--- src/inc/plr_defs.vh ---
// constants shared by the priority level register block
`ifndef PLR_DEFS_VH
`define PLR_DEFS_VH

// ==========================================================
// bus geometry
`define PLR_ADDR_W 8
`define PLR_DATA_W 32
`define PLR_STRB_W 4
`define PLR_REG_W 16
`define PLR_NUM_SRC 24

// ==========================================================
// register indices, byte address is four times the index
`define PLR_IDX_BANK7 6'h07
`define PLR_IDX_BANK8 6'h08
`define PLR_IDX_BANK9 6'h09
`define PLR_IDX_PEND 6'h10

// ==========================================================
// reset values and writable bit masks
`define PLR_BANK_RESET 16'h0000
`define PLR_WMASK_FULL 16'hffff
`define PLR_WMASK_BANK8 16'hf3ff
`define PLR_UPPER_ZERO16 16'h0000
`define PLR_UPPER_ZERO8 8'h00

// ==========================================================
// field encodings and delivered levels
`define PLR_FIELD_MASKED 2'h0
`define PLR_FIELD_L0 2'h1
`define PLR_FIELD_L1 2'h2
`define PLR_FIELD_L2 2'h3
`define PLR_LEVEL0 2'h0
`define PLR_LEVEL1 2'h1
`define PLR_LEVEL2 2'h2
`define PLR_HOT_NONE 3'h0
`define PLR_HOT_L0 3'h1
`define PLR_HOT_L1 3'h2
`define PLR_HOT_L2 3'h4

// ==========================================================
// bus responses
`define PLR_RESP_OKAY 2'h0
`define PLR_RESP_DECERR 2'h3
`define PLR_ZERO32 32'h00000000

`endif

--- src/core/plr_axil_slave.v ---
// axi4-lite slave front end producing single-cycle register strobes
`timescale 1ns/10ps
`include "plr_defs.vh"

module plr_axil_slave (
   input wire sys_clk_i,
   input wire resetn_i,
   input wire [`PLR_ADDR_W-1:0] s_axi_awaddr_i,
   input wire s_axi_awvalid_i,
   output wire s_axi_awready_o,
   input wire [`PLR_DATA_W-1:0] s_axi_wdata_i,
   input wire [`PLR_STRB_W-1:0] s_axi_wstrb_i,
   input wire s_axi_wvalid_i,
   output wire s_axi_wready_o,
   output wire [1:0] s_axi_bresp_o,
   output wire s_axi_bvalid_o,
   input wire s_axi_bready_i,
   input wire [`PLR_ADDR_W-1:0] s_axi_araddr_i,
   input wire s_axi_arvalid_i,
   output wire s_axi_arready_o,
   output wire [`PLR_DATA_W-1:0] s_axi_rdata_o,
   output wire [1:0] s_axi_rresp_o,
   output wire s_axi_rvalid_o,
   input wire s_axi_rready_i,
   output wire wr_en_o,
   output wire [`PLR_ADDR_W-1:0] wr_addr_o,
   output wire [`PLR_DATA_W-1:0] wr_data_o,
   output wire [`PLR_STRB_W-1:0] wr_strb_o,
   input wire wr_ok_i,
   output wire rd_en_o,
   output wire [`PLR_ADDR_W-1:0] rd_addr_o,
   input wire [`PLR_DATA_W-1:0] rd_data_i,
   input wire rd_ok_i
);

   reg aw_full_reg;
   reg w_full_reg;
   reg ar_full_reg;
   reg [`PLR_ADDR_W-1:0] awaddr_reg;
   reg [`PLR_DATA_W-1:0] wdata_reg;
   reg [`PLR_STRB_W-1:0] wstrb_reg;
   reg [`PLR_ADDR_W-1:0] araddr_reg;
   reg bvalid_reg;
   reg [1:0] bresp_reg;
   reg rvalid_reg;
   reg [1:0] rresp_reg;
   reg [`PLR_DATA_W-1:0] rdata_reg;

   // ==========================================================
   // handshakes
   // address and data are held separately so either may come first
   assign s_axi_awready_o = ~aw_full_reg & ~bvalid_reg;
   assign s_axi_wready_o = ~w_full_reg & ~bvalid_reg;
   assign s_axi_arready_o = ~ar_full_reg & ~rvalid_reg;
   assign s_axi_bvalid_o = bvalid_reg;
   assign s_axi_bresp_o = bresp_reg;
   assign s_axi_rvalid_o = rvalid_reg;
   assign s_axi_rresp_o = rresp_reg;
   assign s_axi_rdata_o = rdata_reg;

   // strobes to the register file, one cycle each
   assign wr_en_o = aw_full_reg & w_full_reg;
   assign wr_addr_o = awaddr_reg;
   assign wr_data_o = wdata_reg;
   assign wr_strb_o = wstrb_reg;
   assign rd_en_o = ar_full_reg;
   assign rd_addr_o = araddr_reg;

   // ==========================================================
   // write channel
   always @(posedge sys_clk_i) begin
      if (!resetn_i) begin
         aw_full_reg <= 1'b0;
         w_full_reg <= 1'b0;
         awaddr_reg <= {`PLR_ADDR_W{1'b0}};
         wdata_reg <= `PLR_ZERO32;
         wstrb_reg <= {`PLR_STRB_W{1'b0}};
         bvalid_reg <= 1'b0;
         bresp_reg <= `PLR_RESP_OKAY;
      end else begin
         if (s_axi_awvalid_i && s_axi_awready_o) begin
            aw_full_reg <= 1'b1;
            awaddr_reg <= s_axi_awaddr_i;
         end
         if (s_axi_wvalid_i && s_axi_wready_o) begin
            w_full_reg <= 1'b1;
            wdata_reg <= s_axi_wdata_i;
            wstrb_reg <= s_axi_wstrb_i;
         end
         // response only once both halves are in
         if (wr_en_o) begin
            aw_full_reg <= 1'b0;
            w_full_reg <= 1'b0;
            bvalid_reg <= 1'b1;
            bresp_reg <= wr_ok_i ? `PLR_RESP_OKAY : `PLR_RESP_DECERR;
         end else if (bvalid_reg && s_axi_bready_i) begin
            bvalid_reg <= 1'b0;
         end
      end
   end

   // ==========================================================
   // read channel
   always @(posedge sys_clk_i) begin
      if (!resetn_i) begin
         ar_full_reg <= 1'b0;
         araddr_reg <= {`PLR_ADDR_W{1'b0}};
         rvalid_reg <= 1'b0;
         rresp_reg <= `PLR_RESP_OKAY;
         rdata_reg <= `PLR_ZERO32;
      end else begin
         if (s_axi_arvalid_i && s_axi_arready_o) begin
            ar_full_reg <= 1'b1;
            araddr_reg <= s_axi_araddr_i;
         end
         if (rd_en_o) begin
            ar_full_reg <= 1'b0;
            rvalid_reg <= 1'b1;
            rdata_reg <= rd_data_i;
            rresp_reg <= rd_ok_i ? `PLR_RESP_OKAY : `PLR_RESP_DECERR;
         end else if (rvalid_reg && s_axi_rready_i) begin
            rvalid_reg <= 1'b0;
         end
      end
   end

endmodule

--- src/core/plr_level_map.v ---
// one source: masks its request and turns its field into a level
`timescale 1ns/10ps
`include "plr_defs.vh"

module plr_level_map (
   input wire sys_clk_i,
   input wire resetn_i,
   input wire [1:0] field_i,
   input wire req_i,
   output reg req_o,
   output reg [1:0] level_o,
   output reg [2:0] hot_o
);

   // ==========================================================
   // field decode
   // field to level
   function [1:0] plr_decode;
      input [1:0] field;
      begin
         case (field)
            `PLR_FIELD_L0: plr_decode = `PLR_LEVEL0;
            `PLR_FIELD_L1: plr_decode = `PLR_LEVEL1;
            // no level above two
            `PLR_FIELD_L2: plr_decode = `PLR_LEVEL2;
            default: plr_decode = `PLR_LEVEL0;
         endcase
      end
   endfunction

   function [2:0] plr_onehot;
      input [1:0] field;
      begin
         case (field)
            `PLR_FIELD_L0: plr_onehot = `PLR_HOT_L0;
            `PLR_FIELD_L1: plr_onehot = `PLR_HOT_L1;
            `PLR_FIELD_L2: plr_onehot = `PLR_HOT_L2;
            default: plr_onehot = `PLR_HOT_NONE;
         endcase
      end
   endfunction

   // ==========================================================
   // registered presentation to the arbiter
   // mask or present request
   always @(posedge sys_clk_i) begin
      if (!resetn_i) begin
         req_o <= 1'b0;
         level_o <= `PLR_LEVEL0;
         hot_o <= `PLR_HOT_NONE;
      end else begin
         req_o <= req_i & (field_i != `PLR_FIELD_MASKED);
         level_o <= plr_decode(field_i);
         hot_o <= req_i ? plr_onehot(field_i) : `PLR_HOT_NONE;
      end
   end

endmodule

--- src/core/plr_priority_regs.v ---
// three priority level banks for timer, serial, pwm and adc sources
//
// Behaviour
// field 00 masks the source, 01 level 0, 10 level 1, 11 level 2
// no field can select a level above 2
// all fields reset to zero, so every source starts masked
// bits 11..10 of the second bank read zero and ignore writes
// first bank: 15..14 timer A ch0, 13..12 timer B ch3, 11..10 timer B ch2
// first bank: 9..8 timer B ch1, 7..6 timer B ch0
// first bank: 5..4 timer C ch3, 3..2 timer C ch2, 1..0 timer C ch1
// second bank: 15..14 serial rx full, 13..12 serial rx error
// second bank: 9..8 serial tx idle, 7..6 serial tx empty
// second bank: 5..4 timer A ch3, 3..2 timer A ch2, 1..0 timer A ch1
// third bank: 15..14 pwm A fault, 13..12 pwm B fault
// third bank: 11..10 pwm A reload, 9..8 pwm B reload
// third bank: 7..6 adc A zero cross, 5..4 adc B zero cross
// third bank: 3..2 adc A done, 1..0 adc B done
// a request with nonzero field goes out at its level, else masked
// software sets level 2 on a source before making it fast
//
// Our own choice: the AXI4-Lite register port.
`timescale 1ns/10ps
`include "plr_defs.vh"

module plr_priority_regs (
   input wire sys_clk_i,
   input wire resetn_i,
   input wire [`PLR_ADDR_W-1:0] s_axi_awaddr_i,
   input wire s_axi_awvalid_i,
   output wire s_axi_awready_o,
   input wire [`PLR_DATA_W-1:0] s_axi_wdata_i,
   input wire [`PLR_STRB_W-1:0] s_axi_wstrb_i,
   input wire s_axi_wvalid_i,
   output wire s_axi_wready_o,
   output wire [1:0] s_axi_bresp_o,
   output wire s_axi_bvalid_o,
   input wire s_axi_bready_i,
   input wire [`PLR_ADDR_W-1:0] s_axi_araddr_i,
   input wire s_axi_arvalid_i,
   output wire s_axi_arready_o,
   output wire [`PLR_DATA_W-1:0] s_axi_rdata_o,
   output wire [1:0] s_axi_rresp_o,
   output wire s_axi_rvalid_o,
   input wire s_axi_rready_i,
   input wire [`PLR_NUM_SRC-1:0] irq_req_i,
   output wire [`PLR_NUM_SRC-1:0] src_req_o,
   output wire [2*`PLR_NUM_SRC-1:0] src_level_o,
   output wire [`PLR_NUM_SRC-1:0] pend_lvl0_o,
   output wire [`PLR_NUM_SRC-1:0] pend_lvl1_o,
   output wire [`PLR_NUM_SRC-1:0] pend_lvl2_o
);

   // ==========================================================
   // declarations
   reg [`PLR_REG_W-1:0] timer_ab_c_priority_bank_reg;
   reg [`PLR_REG_W-1:0] serial_timer_a_priority_bank_reg;
   reg [`PLR_REG_W-1:0] pwm_adc_priority_bank_reg;
   reg [`PLR_DATA_W-1:0] rd_data;
   reg rd_ok;
   reg wr_ok;
   wire wr_en;
   wire [`PLR_ADDR_W-1:0] wr_addr;
   wire [`PLR_DATA_W-1:0] wr_data;
   wire [`PLR_STRB_W-1:0] wr_strb;
   wire rd_en;
   wire [`PLR_ADDR_W-1:0] rd_addr;
   wire [5:0] wr_idx;
   wire [5:0] rd_idx;
   wire [3*`PLR_REG_W-1:0] all_fields;
   wire [3*`PLR_NUM_SRC-1:0] lvl_hot;

   // ==========================================================
   // helpers
   // byte-lane merge, limited to the bits a bank really has
   function [`PLR_REG_W-1:0] plr_merge;
      input [`PLR_REG_W-1:0] old;
      input [`PLR_REG_W-1:0] din;
      input [1:0] strb;
      input [`PLR_REG_W-1:0] wmask;
      reg [`PLR_REG_W-1:0] lane;
      begin
         lane = {{8{strb[1]}}, {8{strb[0]}}};
         plr_merge = ((old & ~lane) | (din & lane)) & wmask;
      end
   endfunction

   // word index from a byte address, low two bits ignored
   function [5:0] plr_index;
      input [`PLR_ADDR_W-1:0] addr;
      begin
         plr_index = addr[`PLR_ADDR_W-1:2];
      end
   endfunction

   // ==========================================================
   // bus front end
   plr_axil_slave u_bus (
      .sys_clk_i(sys_clk_i),
      .resetn_i(resetn_i),
      .s_axi_awaddr_i(s_axi_awaddr_i),
      .s_axi_awvalid_i(s_axi_awvalid_i),
      .s_axi_awready_o(s_axi_awready_o),
      .s_axi_wdata_i(s_axi_wdata_i),
      .s_axi_wstrb_i(s_axi_wstrb_i),
      .s_axi_wvalid_i(s_axi_wvalid_i),
      .s_axi_wready_o(s_axi_wready_o),
      .s_axi_bresp_o(s_axi_bresp_o),
      .s_axi_bvalid_o(s_axi_bvalid_o),
      .s_axi_bready_i(s_axi_bready_i),
      .s_axi_araddr_i(s_axi_araddr_i),
      .s_axi_arvalid_i(s_axi_arvalid_i),
      .s_axi_arready_o(s_axi_arready_o),
      .s_axi_rdata_o(s_axi_rdata_o),
      .s_axi_rresp_o(s_axi_rresp_o),
      .s_axi_rvalid_o(s_axi_rvalid_o),
      .s_axi_rready_i(s_axi_rready_i),
      .wr_en_o(wr_en),
      .wr_addr_o(wr_addr),
      .wr_data_o(wr_data),
      .wr_strb_o(wr_strb),
      .wr_ok_i(wr_ok),
      .rd_en_o(rd_en),
      .rd_addr_o(rd_addr),
      .rd_data_i(rd_data),
      .rd_ok_i(rd_ok)
   );

   assign wr_idx = plr_index(wr_addr);
   assign rd_idx = plr_index(rd_addr);

   // ==========================================================
   // write decode
   // the pending view is read-only, so a write there is refused
   always @* begin
      case (wr_idx)
         `PLR_IDX_BANK7: wr_ok = 1'b1;
         `PLR_IDX_BANK8: wr_ok = 1'b1;
         `PLR_IDX_BANK9: wr_ok = 1'b1;
         default: wr_ok = 1'b0;
      endcase
   end

   // ==========================================================
   // priority banks
   // all fields masked at reset
   always @(posedge sys_clk_i) begin
      if (!resetn_i) begin
         timer_ab_c_priority_bank_reg <= `PLR_BANK_RESET;
         serial_timer_a_priority_bank_reg <= `PLR_BANK_RESET;
         pwm_adc_priority_bank_reg <= `PLR_BANK_RESET;
      end else if (wr_en) begin
         case (wr_idx)
            `PLR_IDX_BANK7: begin
               timer_ab_c_priority_bank_reg <= plr_merge(timer_ab_c_priority_bank_reg,
                  wr_data[`PLR_REG_W-1:0], wr_strb[1:0], `PLR_WMASK_FULL);
            end
            // reserved pair stays zero
            `PLR_IDX_BANK8: begin
               serial_timer_a_priority_bank_reg <= plr_merge(serial_timer_a_priority_bank_reg,
                  wr_data[`PLR_REG_W-1:0], wr_strb[1:0], `PLR_WMASK_BANK8);
            end
            `PLR_IDX_BANK9: begin
               pwm_adc_priority_bank_reg <= plr_merge(pwm_adc_priority_bank_reg,
                  wr_data[`PLR_REG_W-1:0], wr_strb[1:0], `PLR_WMASK_FULL);
            end
            default: begin
               timer_ab_c_priority_bank_reg <= timer_ab_c_priority_bank_reg;
            end
         endcase
      end
   end

   // ==========================================================
   // read mux
   // upper half of each bank word and top byte of the pending word read zero; unmapped words answer decerr
   always @* begin
      rd_data = `PLR_ZERO32;
      rd_ok = 1'b1;
      case (rd_idx)
         `PLR_IDX_BANK7: rd_data = {`PLR_UPPER_ZERO16, timer_ab_c_priority_bank_reg};
         // reserved bits read zero
         `PLR_IDX_BANK8: rd_data = {`PLR_UPPER_ZERO16, serial_timer_a_priority_bank_reg & `PLR_WMASK_BANK8};
         `PLR_IDX_BANK9: rd_data = {`PLR_UPPER_ZERO16, pwm_adc_priority_bank_reg};
         `PLR_IDX_PEND: rd_data = {`PLR_UPPER_ZERO8, src_req_o};
         default: begin
            rd_data = `PLR_ZERO32;
            rd_ok = 1'b0;
         end
      endcase
   end

   // ==========================================================
   // source slots
   // slot k uses bits 2k+1..2k of the three banks laid end to end:
   // slots 0..7 first bank, 8..15 second, 16..23 third
   // timer A ch0, timer B ch3 and ch2 slots
   // timer B ch1 and ch0 slots
   // timer C ch3..ch1 slots
   // serial rx slots
   // serial tx slots
   // timer A ch3..ch1 slots
   // pwm fault slots
   // pwm reload slots
   // adc zero cross slots
   // adc done slots
   assign all_fields = {pwm_adc_priority_bank_reg,
                        serial_timer_a_priority_bank_reg & `PLR_WMASK_BANK8,
                        timer_ab_c_priority_bank_reg};

   // one mapper per slot; slot 13 has a field forced to zero and stays masked
   genvar k;
   generate
      for (k = 0; k < `PLR_NUM_SRC; k = k + 1) begin : g_src
         plr_level_map u_map (
            .sys_clk_i(sys_clk_i),
            .resetn_i(resetn_i),
            .field_i(all_fields[2*k+1:2*k]),
            .req_i(irq_req_i[k]),
            .req_o(src_req_o[k]),
            .level_o(src_level_o[2*k+1:2*k]),
            .hot_o(lvl_hot[3*k+2:3*k])
         );
         // per-level pending vectors for the arbiter
         assign pend_lvl0_o[k] = lvl_hot[3*k];
         assign pend_lvl1_o[k] = lvl_hot[3*k+1];
         assign pend_lvl2_o[k] = lvl_hot[3*k+2];
      end
   endgenerate

   // level 2 is what a fast source must carry; nothing here forces it

endmodule

--- config.mk ---
export PLATFORM = sky130hd
export DESIGN_NAME = plr_priority_regs
export DESIGN_NICKNAME = d
export VERILOG_FILES = /design/src/core/plr_axil_slave.v /design/src/core/plr_level_map.v /design/src/core/plr_priority_regs.v
export VERILOG_INCLUDE_DIRS = /design/src /design/src/inc
export SDC_FILE = /design/constraint.sdc
export NUM_CORES = 1
export LEC_CHECK = 0
export ABC_AREA = 1
export BUFFER_PORTS_ARGS = -buffer_cell sky130_fd_sc_hd__buf_2
export CORE_MARGIN = 2
export CORE_UTILIZATION = 50
export DETAILED_ROUTE_END_ITERATION = 8
export PLACE_DENSITY = 0.88
export SLEW_MARGIN = 15
export SYNTH_ARGS = -nofsm -noshare
export SYNTH_HDL_FRONTEND = slang
export SYNTH_SLANG_ARGS = --single-unit
--- constraint.sdc ---
create_clock -name sys_clk_i -period 1.9 [get_ports sys_clk_i]
set_clock_uncertainty 0.15 [all_clocks]
set_input_delay 0.38 -clock sys_clk_i [delete_from_list [all_inputs] [get_ports sys_clk_i]]
set_output_delay 0.38 -clock sys_clk_i [all_outputs]
set_load 0.02 [all_outputs]
==> insert_results.sql, run 1 <==
INSERT INTO impl_metrics (metric_group, metric, value, unit) VALUES
('floorplanning', 'height_of_the_chip', '134.4', 'µm'),
('timing', 'hold_viol', '0', ''),
('critical_path', 'critical_path.endpoint_type', 'output port', ''),
('synth', 'synthCells', '1019', ''),
('global_route', 'grt_pass1_wl', '36560', 'µm'),
('placed_design', 'finalWeightedCongestion', '0.8558', ''),
('global_route', 'grt_use_met1', '33.95', '%'),
('pwr', 'switching_part_of_the_total_power', '22.76', '%'),
('pwr', 'leakage', '5.138', 'nW'),
('pwr', 'power_density', '979.3', 'mW/mm²'),
('synth', 'synthDistinctLibCells', '27', ''),
('critical_path', 'ff2ff_setup_slack', '0.15', 'ns'),
('final_layout', 'filler_cell_count', '1358', ''),
('placed_design', 'preCtsSetupSlack', '0.1833', 'ns'),
('clock_network', 'cts_tree', 'built', ''),
('floorplanning', 'floorplan.rows', '47', ''),
('final_layout', 'final_nets', '1349', ''),
('critical_path', 'critPathLaunchType', 'flip-flop', ''),
('worst_hold_path', 'min_delay_worst_endpoint', 'u_bus.rd_addr_o[5]', ''),
('critical_path', 'timing.critical_path.required', '1.37', 'ns'),
('clock_network', 'cts_max_path_buffers', '3', ''),
('floorplanning', 'fp.coreArea', '0.01658', 'mm²'),
('synth', 'yosysWarnings', '0', ''),
('timing', 'post-route-worst-setup-slack', '0.1296', 'ns'),
('pwr', 'design_power_total', '0.01057', 'W'),
('final_layout', 'fin_util', '65.06', '%'),
('timing', 'final_min_period_over_clock_period', '93.18', '%'),
('clock_network', 'clk_root_buffer_cell', 'clkbuf_16', ''),
('drt', 'detailroute.via_count', '7694', ''),
('clock_network', 'worst_setup_hold_path_clk_slew', '0.06', 'ns'),
('global_route', 'total_routing_usage_reported_by_global_routing', '25.43', '%'),
('drt', 'firstDrtPassIters', '5', ''),
('timing', 'timing.final.max_slew_violations', '0', ''),
('synth', 'average_cell_area_after_synthesis', '8.337', 'µm²'),
('timing', 'setup_viol', '0', ''),
('global_route', 'grt.busiest_layer', 'met2', ''),
('status', 'run_status', 'completed', ''),
('timing', 'timing.setup.tns', '0', 'ns'),
('clock_network', 'cts_sinks', '245', ''),
('pwr', 'p_switching', '0.002405', 'W'),
('critical_path', 'critical_path_peak_fanout', '4', ''),
('pwr', 'power_frac_seq', '50.3', '%'),
('synth', 'post_synth_instance_area', '0.008496', 'mm²'),
('global_route', 'grt_max_degree', '34', ''),
('global_route', 'number_of_antenna_violations_at_the_first_check_in_global_routing', '1', ''),
('final_layout', 'area_delta_synth_final', '27.00', '%'),
('timing', 'min_tclk_post_route', '1.770', 'ns'),
('final_layout', 'final_layout_size_suffix_gt1_share', '24.20', '%'),
('worst_hold_path', 'min_path_type', 'in -> reg', ''),
('drt', 'wirelength', '23820', 'µm'),
('pwr', 'combinational_share_of_power', '6.7', '%'),
('critical_path', 'worst-endpoint-arrival', '1.24', 'ns'),
('timing', 'worst-slew-pin-transition', '0.5625', 'ns'),
('pwr', 'power_report.internal_total', '0.008161', 'W'),
('critical_path', 'crit_type', 'reg -> out', ''),
('drt', 'drc', '0', ''),
('synth', 'total_of_flip_flops_plus_latches_after_synthesis', '245', ''),
('floorplanning', 'total_die_area', '0.01805', 'mm²'),
('floorplanning', 'dieWidth', '134.4', 'µm'),
('clock_network', 'cts_post_setup_buffers_inserted', '0', ''),
('timing', 'grt_setup_unrepaired', 'false', ''),
('pwr', 'worst_ir_drop_vdd', '0.0006786', 'V'),
('global_route', 'first_global_vias', '7139', ''),
('global_route', 'groute.layer.met2.usage', '41.27', '%'),
('global_route', 'met3_use_gr', '5.140', '%'),
('drt', 'vias_per_cell', '5.136', ''),
('floorplanning', 'initial_core_util', '51.23', '%'),
('synth', 'ys_seq_area_share', '57.73', '%'),
('run', 'max_cap_violations', '0', ''),
('timing', 'fmax', '0.5648', 'GHz'),
('clock_network', 'htreeDepth', '1', '');
[synthesized netlist by cell type (all sizes together)]
| cell | n | share of area [%] |
|---|---|---|
| a211oi | 1 | 0.088 |
| a21oi | 73 | 4.3 |
| buf | 61 | 5.0 |
| clkbuf | 24 | 1.1 |
| clkinv | 3 | 0.13 |
| conb | 1 | 0.044 |
| dfxtp | 245 | 58 |
| inv | 59 | 2.6 |
| nand2 | 151 | 6.7 |
| nand3 | 61 | 3.8 |
| nand4 | 26 | 1.9 |
| nor2 | 161 | 7.4 |
| nor3 | 81 | 5.0 |
| o21ai | 69 | 4.1 |
| o31ai | 2 | 0.18 |
| or2 | 1 | 0.10 |
[worst max-delay path, cell delays in order, from the launching register on]
cell,delay (ns)
dfxtp_1,0.36
nor2_2,0.19
buf_2,0.20
[kinds of logic after synthesis]
kind of cell / Yosys count / share of synthesized area, %
and+or+nand+nor: 481 / 24.80
DFF: 245 / 57.73
buffers and inverters: 147 / 8.792
AOI/OAI and AO/OA: 145 / 8.630
other: 1 / 0.04414
[power groups by stage]
stage          logic [W]  clock network [W]  registers [W]
4_1_cts         0.000691            0.00460        0.00531
3_5_place_dp    0.000634                  0        0.00543
5_1_grt         0.000773            0.00481        0.00532
6_report        0.000704            0.00454        0.00532
2_1_floorplan   0.000410                  0        0.00541
3_3_place_gp    0.000617                  0        0.00542
[layer usage]
| metal | vias to the layer above | routed length, µm |
|---|---|---|
| li1 | 3772 | - |
| met1 | 3544 | 10180 |
| met2 | 325 | 10990 |
| met3 | 53 | 1982 |
| met4 | 0 | 675 |
| met5 | - | 0 |
[per-stage QoR]
stage | cells | hold slack, ns | instance area [µm²]
CTS | 1497 | 0.00005640 | 10780
global route | 1498 | 0.01246 | 10790
finish | 1498 | 0.01758 | 10790
detailed placement | 1426 | 0.2874 | 9692
global placement | 1426 | 0.2829 | 9692
floorplan | 1032 | 0.2630 | 8544
[cell type report]
class | instances | area, µm² | share of cell area [%]
inverters | 62 | 232.7 | 2.157
clock inverters | 5 | 50.05 | 0.4639
diodes | 1 | 2.502 | 0.02319
repair buffers | 293 | 1724 | 15.98
clock buffers | 32 | 701.9 | 6.506
multi-input cells | 640 | 2898 | 26.86
well taps | 220 | 275.3 | 2.551
flip-flops and latches | 245 | 4905 | 45.46
[worst max path at each step]
stage,startpoint,end,slack (ns),cells after the start
detailed placement,u_bus.wr_addr_o[7],flip-flop,0.18,6
floorplan,u_bus.s_axi_bvalid_o,u_bus.wr_strb_o[0],0.22,6
global route,u_bus.w_full_reg,flip-flop,0.05,5
finish,u_bus.rd_en_o,s_axi_arready_o,0.13,2
global placement,u_bus.wr_addr_o[7],flip-flop,0.24,6
CTS,u_bus.rd_en_o,s_axi_arready_o,0.03,2
[timing repair]
action / 4_1_cts / 5_1_grt
hold endpoints to repair: 54 / 0
hold buffers: 34 / 0
endpoints found under the setup margin: 0 / 1
gates resized for setup: 0 / 1
[cell usage in the layout (no fill, tap or decap), drive strengths merged, types with 32 or more instances in the layout]
cell type    count
o21ai           69
a21oi           73
nor2           161
dlygate4sd3     34
clkbuf          32
nand2          151
inv             60
nor3            81
nand3           61
dfxtp          245
buf            259
Note: power is estimated with default switching activity, not from simulation.
==> inputs of run 2 (changes only) <==
Settings changed: ABC_AREA 1 to not set.
==> insert_results.sql, run 2 <==
INSERT INTO impl_metrics (metric_group, metric, value, unit) VALUES
('status', 'run_status', 'completed', ''),
('synth', 'synthCells', '872', ''),
('synth', 'ys_top_cells_by_count', 'dfxtp_1 (245), nand2_1 (137), nor2_1 (135)', ''),
('critical_path', 'timing.critical_path.required', '2.18', 'ns'),
('final_layout', 'layout_commonest_cell', 'dfxtp_1', ''),
('final_layout', 'filler_cell_count', '1214', ''),
('global_route', 'total_routing_usage_reported_by_global_routing', '25.00', '%'),
('drt', 'detailroute.via_count', '7144', ''),
('pwr', 'leakage', '4.958', 'nW'),
('placed_design', 'port-buffer-count', '230', ''),
('placed_design', 'preCtsSetupSlack', '-0.05863', 'ns'),
('clock_network', 'worst_skew_pair.late_latency', '0.51', 'ns'),
('synth', 'synth_async_sr_flop_share', '0', '%'),
('drt', 'drc', '0', ''),
('timing', 'post-route-worst-setup-slack', '0.04156', 'ns'),
('synth', 'post_synth_and_or_nand_nor_area_fraction', '21.64', '%'),
('floorplanning', 'total_die_area', '0.01779', 'mm²'),
('synth', 'share_of_the_synthesized_area_in_compound_gates_ao_oa_aoi_oai', '8.864', '%'),
('floorplanning', 'floorplan.rows', '47', ''),
('global_route', 'met3_use_gr', '5.708', '%'),
('clock_network', 'cts_tree', 'built', ''),
('synth', 'synthAdderAreaFrac', '0', '%'),
('pwr', 'power_density', '986.2', 'mW/mm²'),
('global_route', 'grt.busiest_layer', 'met2', ''),
('clock_network', 'cts_max_path_buffers', '3', ''),
('timing', 'setup_viol', '0', ''),
('synth', 'yosys.area.top_type', 'dfxtp_1', ''),
('critical_path', 'crit_type', 'reg -> reg', ''),
('critical_path', 'ff2ff_setup_slack', '0.04', 'ns'),
('clock_network', 'cts_sinks', '245', ''),
('critical_path', 'critical_path.endpoint_type', 'flip-flop', ''),
('timing', 'final.hold.worst_slack', '0.02605', 'ns'),
('synth', 'post_synth_instance_area', '0.008371', 'mm²'),
('clock_network', 'htreeDepth', '1', ''),
('synth', 'synth.most_common_cell', 'dfxtp_1', ''),
('global_route', 'first_global_vias', '6866', ''),
('synth', 'synthDistinctLibCells', '41', ''),
('placed_design', 'finalWeightedCongestion', '0.8655', ''),
('drt', 'wirelength', '23350', 'µm'),
('timing', 'worst-slew-pin-transition', '0.5972', 'ns'),
('critical_path', 'worst-endpoint-arrival', '2.14', 'ns'),
('synth', 'synth_top_family_by_area', 'simple AND/OR/NAND/NOR gates', ''),
('floorplanning', 'height_of_the_chip', '133.4', 'µm'),
('final_layout', 'final_nets', '1225', ''),
('critical_path', 'critPathLaunchType', 'flip-flop', ''),
('pwr', 'design_power_total', '0.01087', 'W'),
('timing', 'fmax', '0.5381', 'GHz'),
('drt', 'vias_per_cell', '5.177', ''),
('synth', 'synth_largest_type_area_fraction', '58.59', '%'),
('timing', 'final_min_period_over_clock_period', '97.81', '%'),
('floorplanning', 'initial_core_util', '50.84', '%'),
('final_layout', 'n_antenna_cell', '0', ''),
('synth', 'ys_seq_area_share', '58.59', '%'),
('global_route', 'number_of_antenna_violations_at_the_first_check_in_global_routing', '0', ''),
('drt', 'routedWlPerCell', '16.92', 'µm'),
('drt', 'firstDrtPassIters', '6', ''),
('timing', 'hold_viol', '0', ''),
('final_layout', 'final-seq-area', '0.004910', 'mm²'),
('timing', 'timing.final.max_slew_violations', '0', ''),
('drt', 'initialDrtViolationCount', '657', ''),
('global_route', 'grt_pass1_wl', '35590', 'µm'),
('timing', 'min_tclk_post_route', '1.858', 'ns'),
('global_route', 'grt_max_degree', '78', ''),
('drt', 'postRouteAntennaNets', '0', ''),
('synth', 'average_cell_area_after_synthesis', '9.599', 'µm²'),
('floorplanning', 'top_level_ports', '268', ''),
('final_layout', 'mostFrequentLayoutCells', 'dfxtp_1 (243), buf_2 (229), nand2_1 (137), nor2_1 (134), dlygate4sd3_1 (51)', ''),
('timing', 'timing.setup.tns', '0', 'ns'),
('synth', 'total_of_flip_flops_plus_latches_after_synthesis', '245', ''),
('timing', 'timing.slew.headroom', '60.09', '%'),
('clock_network', 'clk_root_buffer_cell', 'clkbuf_16', ''),
('synth', 'synthFlopType', 'dfxtp_1', ''),
('clock_network', 'cts_bufs_inserted', '25', ''),
('global_route', 'grt_use_met1', '30.91', '%'),
('floorplanning', 'fp.coreArea', '0.01647', 'mm²'),
('synth', 'post_synth_xor_area_fraction', '0', '%'),
('pwr', 'worst_ir_drop_vdd', '0.0007160', 'V'),
('global_route', 'groute.layer.met2.usage', '42.96', '%'),
('placed_design', 'detailed_place_hpwl', '15700', 'µm'),
('synth', 'yosys-mux-area-fraction', '5.022', '%'),
('worst_hold_path', 'min_path_type', 'in -> reg', ''),
('final_layout', 'multi_input_comb_area', '0.003042', 'mm²'),
('run', 'max_cap_violations', '0', ''),
('synth', 'synth_edf_count', '0', ''),
('synth', 'yosysWarnings', '0', ''),
('global_route', 'grt.overflow.total', '0', ''),
('final_layout', 'area_delta_synth_final', '31.67', '%'),
('critical_path', 'critical_path_peak_fanout', '6', ''),
('synth', 'yosys-top-cells-area', 'dfxtp_1 (59%), nand2_1 (6.1%), nor2_1 (6.1%)', ''),
('floorplanning', 'dieWidth', '133.4', 'µm'),
('final_layout', 'final_layout_size_suffix_gt1_share', '27.59', '%'),
('clock_network', 'worst_setup_hold_path_clk_slew', '0.06', 'ns');
run 2: cell types whose count changed after synthesis, sizes merged, moves of 16 or more:
cell / change
a21oi: -27
a22oi: +16
and2: +24
inv: -53
mux2i: +42
nand3: -34
nand4: -24
nor2: -25
nor3: -75
nor3b: +30
o21ai: -51
run 2: worst paths after layout:
path	start	end	depth (start not counted)
worst max register to register	u_bus.rd_addr_o[6]	u_bus.s_axi_rdata_o[3]	5
worst min-delay path	irq_req_i[23]	g_src[23].u_map.hot_o[2]	3
worst max-delay path	u_bus.rd_addr_o[6]	u_bus.s_axi_rdata_o[3]	5
worst min register to register	u_bus.wr_data_o[13]	u_bus.wr_data_o[13]	2
run 2: worst max-delay path: stages, from the launching register on:
cell and delay (ns):
dfxtp_1 0.36, or3b_4 0.42, a2111oi_4 0.36, buf_4 0.23, a211oi_1 0.07, a21oi_1 0.19
run 2: final cells by class:
class	instances	share of cell area [%]
well taps	220	2.497
inverters	6	0.2043
multi-input cells	555	27.60
repair buffers	309	17.30
flip-flops and latches	245	44.55
clock buffers	34	6.527
clock inverters	11	1.328
run 2: timing repair:
action | in CTS | in global routing
gates resized for setup | 3 | 4
hold buffers | 50 | 1
endpoints found under the setup margin | 2 | 18
hold endpoints to repair | 53 | 1
pin swaps | 2 | 1
setup buffers | 1 | 0
run 2: cells by family (layout without fill, tap and decap cells):
family | count (synthesis) | in the layout
mux | 42 | 42
buf+inv | 85 | 360
flops | 245 | 245
compound gates | 111 | 111
other cells | 1 | 14
simple gates | 388 | 388
run 2: power by group:
part	switching [W]	internal [W]
registers	0.0000453	0.00519
clock network	0.00199	0.00307
logic	0.000339	0.000238
total	0.00238	0.00849
run 2: per-stage QoR:
| step | utilization (%) | cell area, µm² | instances |
|---|---|---|---|
| after global routing | 66.94 | 11020 | 1380 |
| after floorplan | - | 8419 | 885 |
| final | 66.94 | 11020 | 1380 |
| after CTS | 66.80 | 11000 | 1379 |
| after detailed placement | 58.42 | 9619 | 1283 |
| after global placement | 58.42 | 9619 | 1283 |
run 2: routing by layer:
layer / vias to the layer above / share of wire (%)
met2: 353 / 47
met3: 73 / 8.4
li1: 3422 / -
met4: 0 / 3.7
met1: 3296 / 40
met5: - / 0
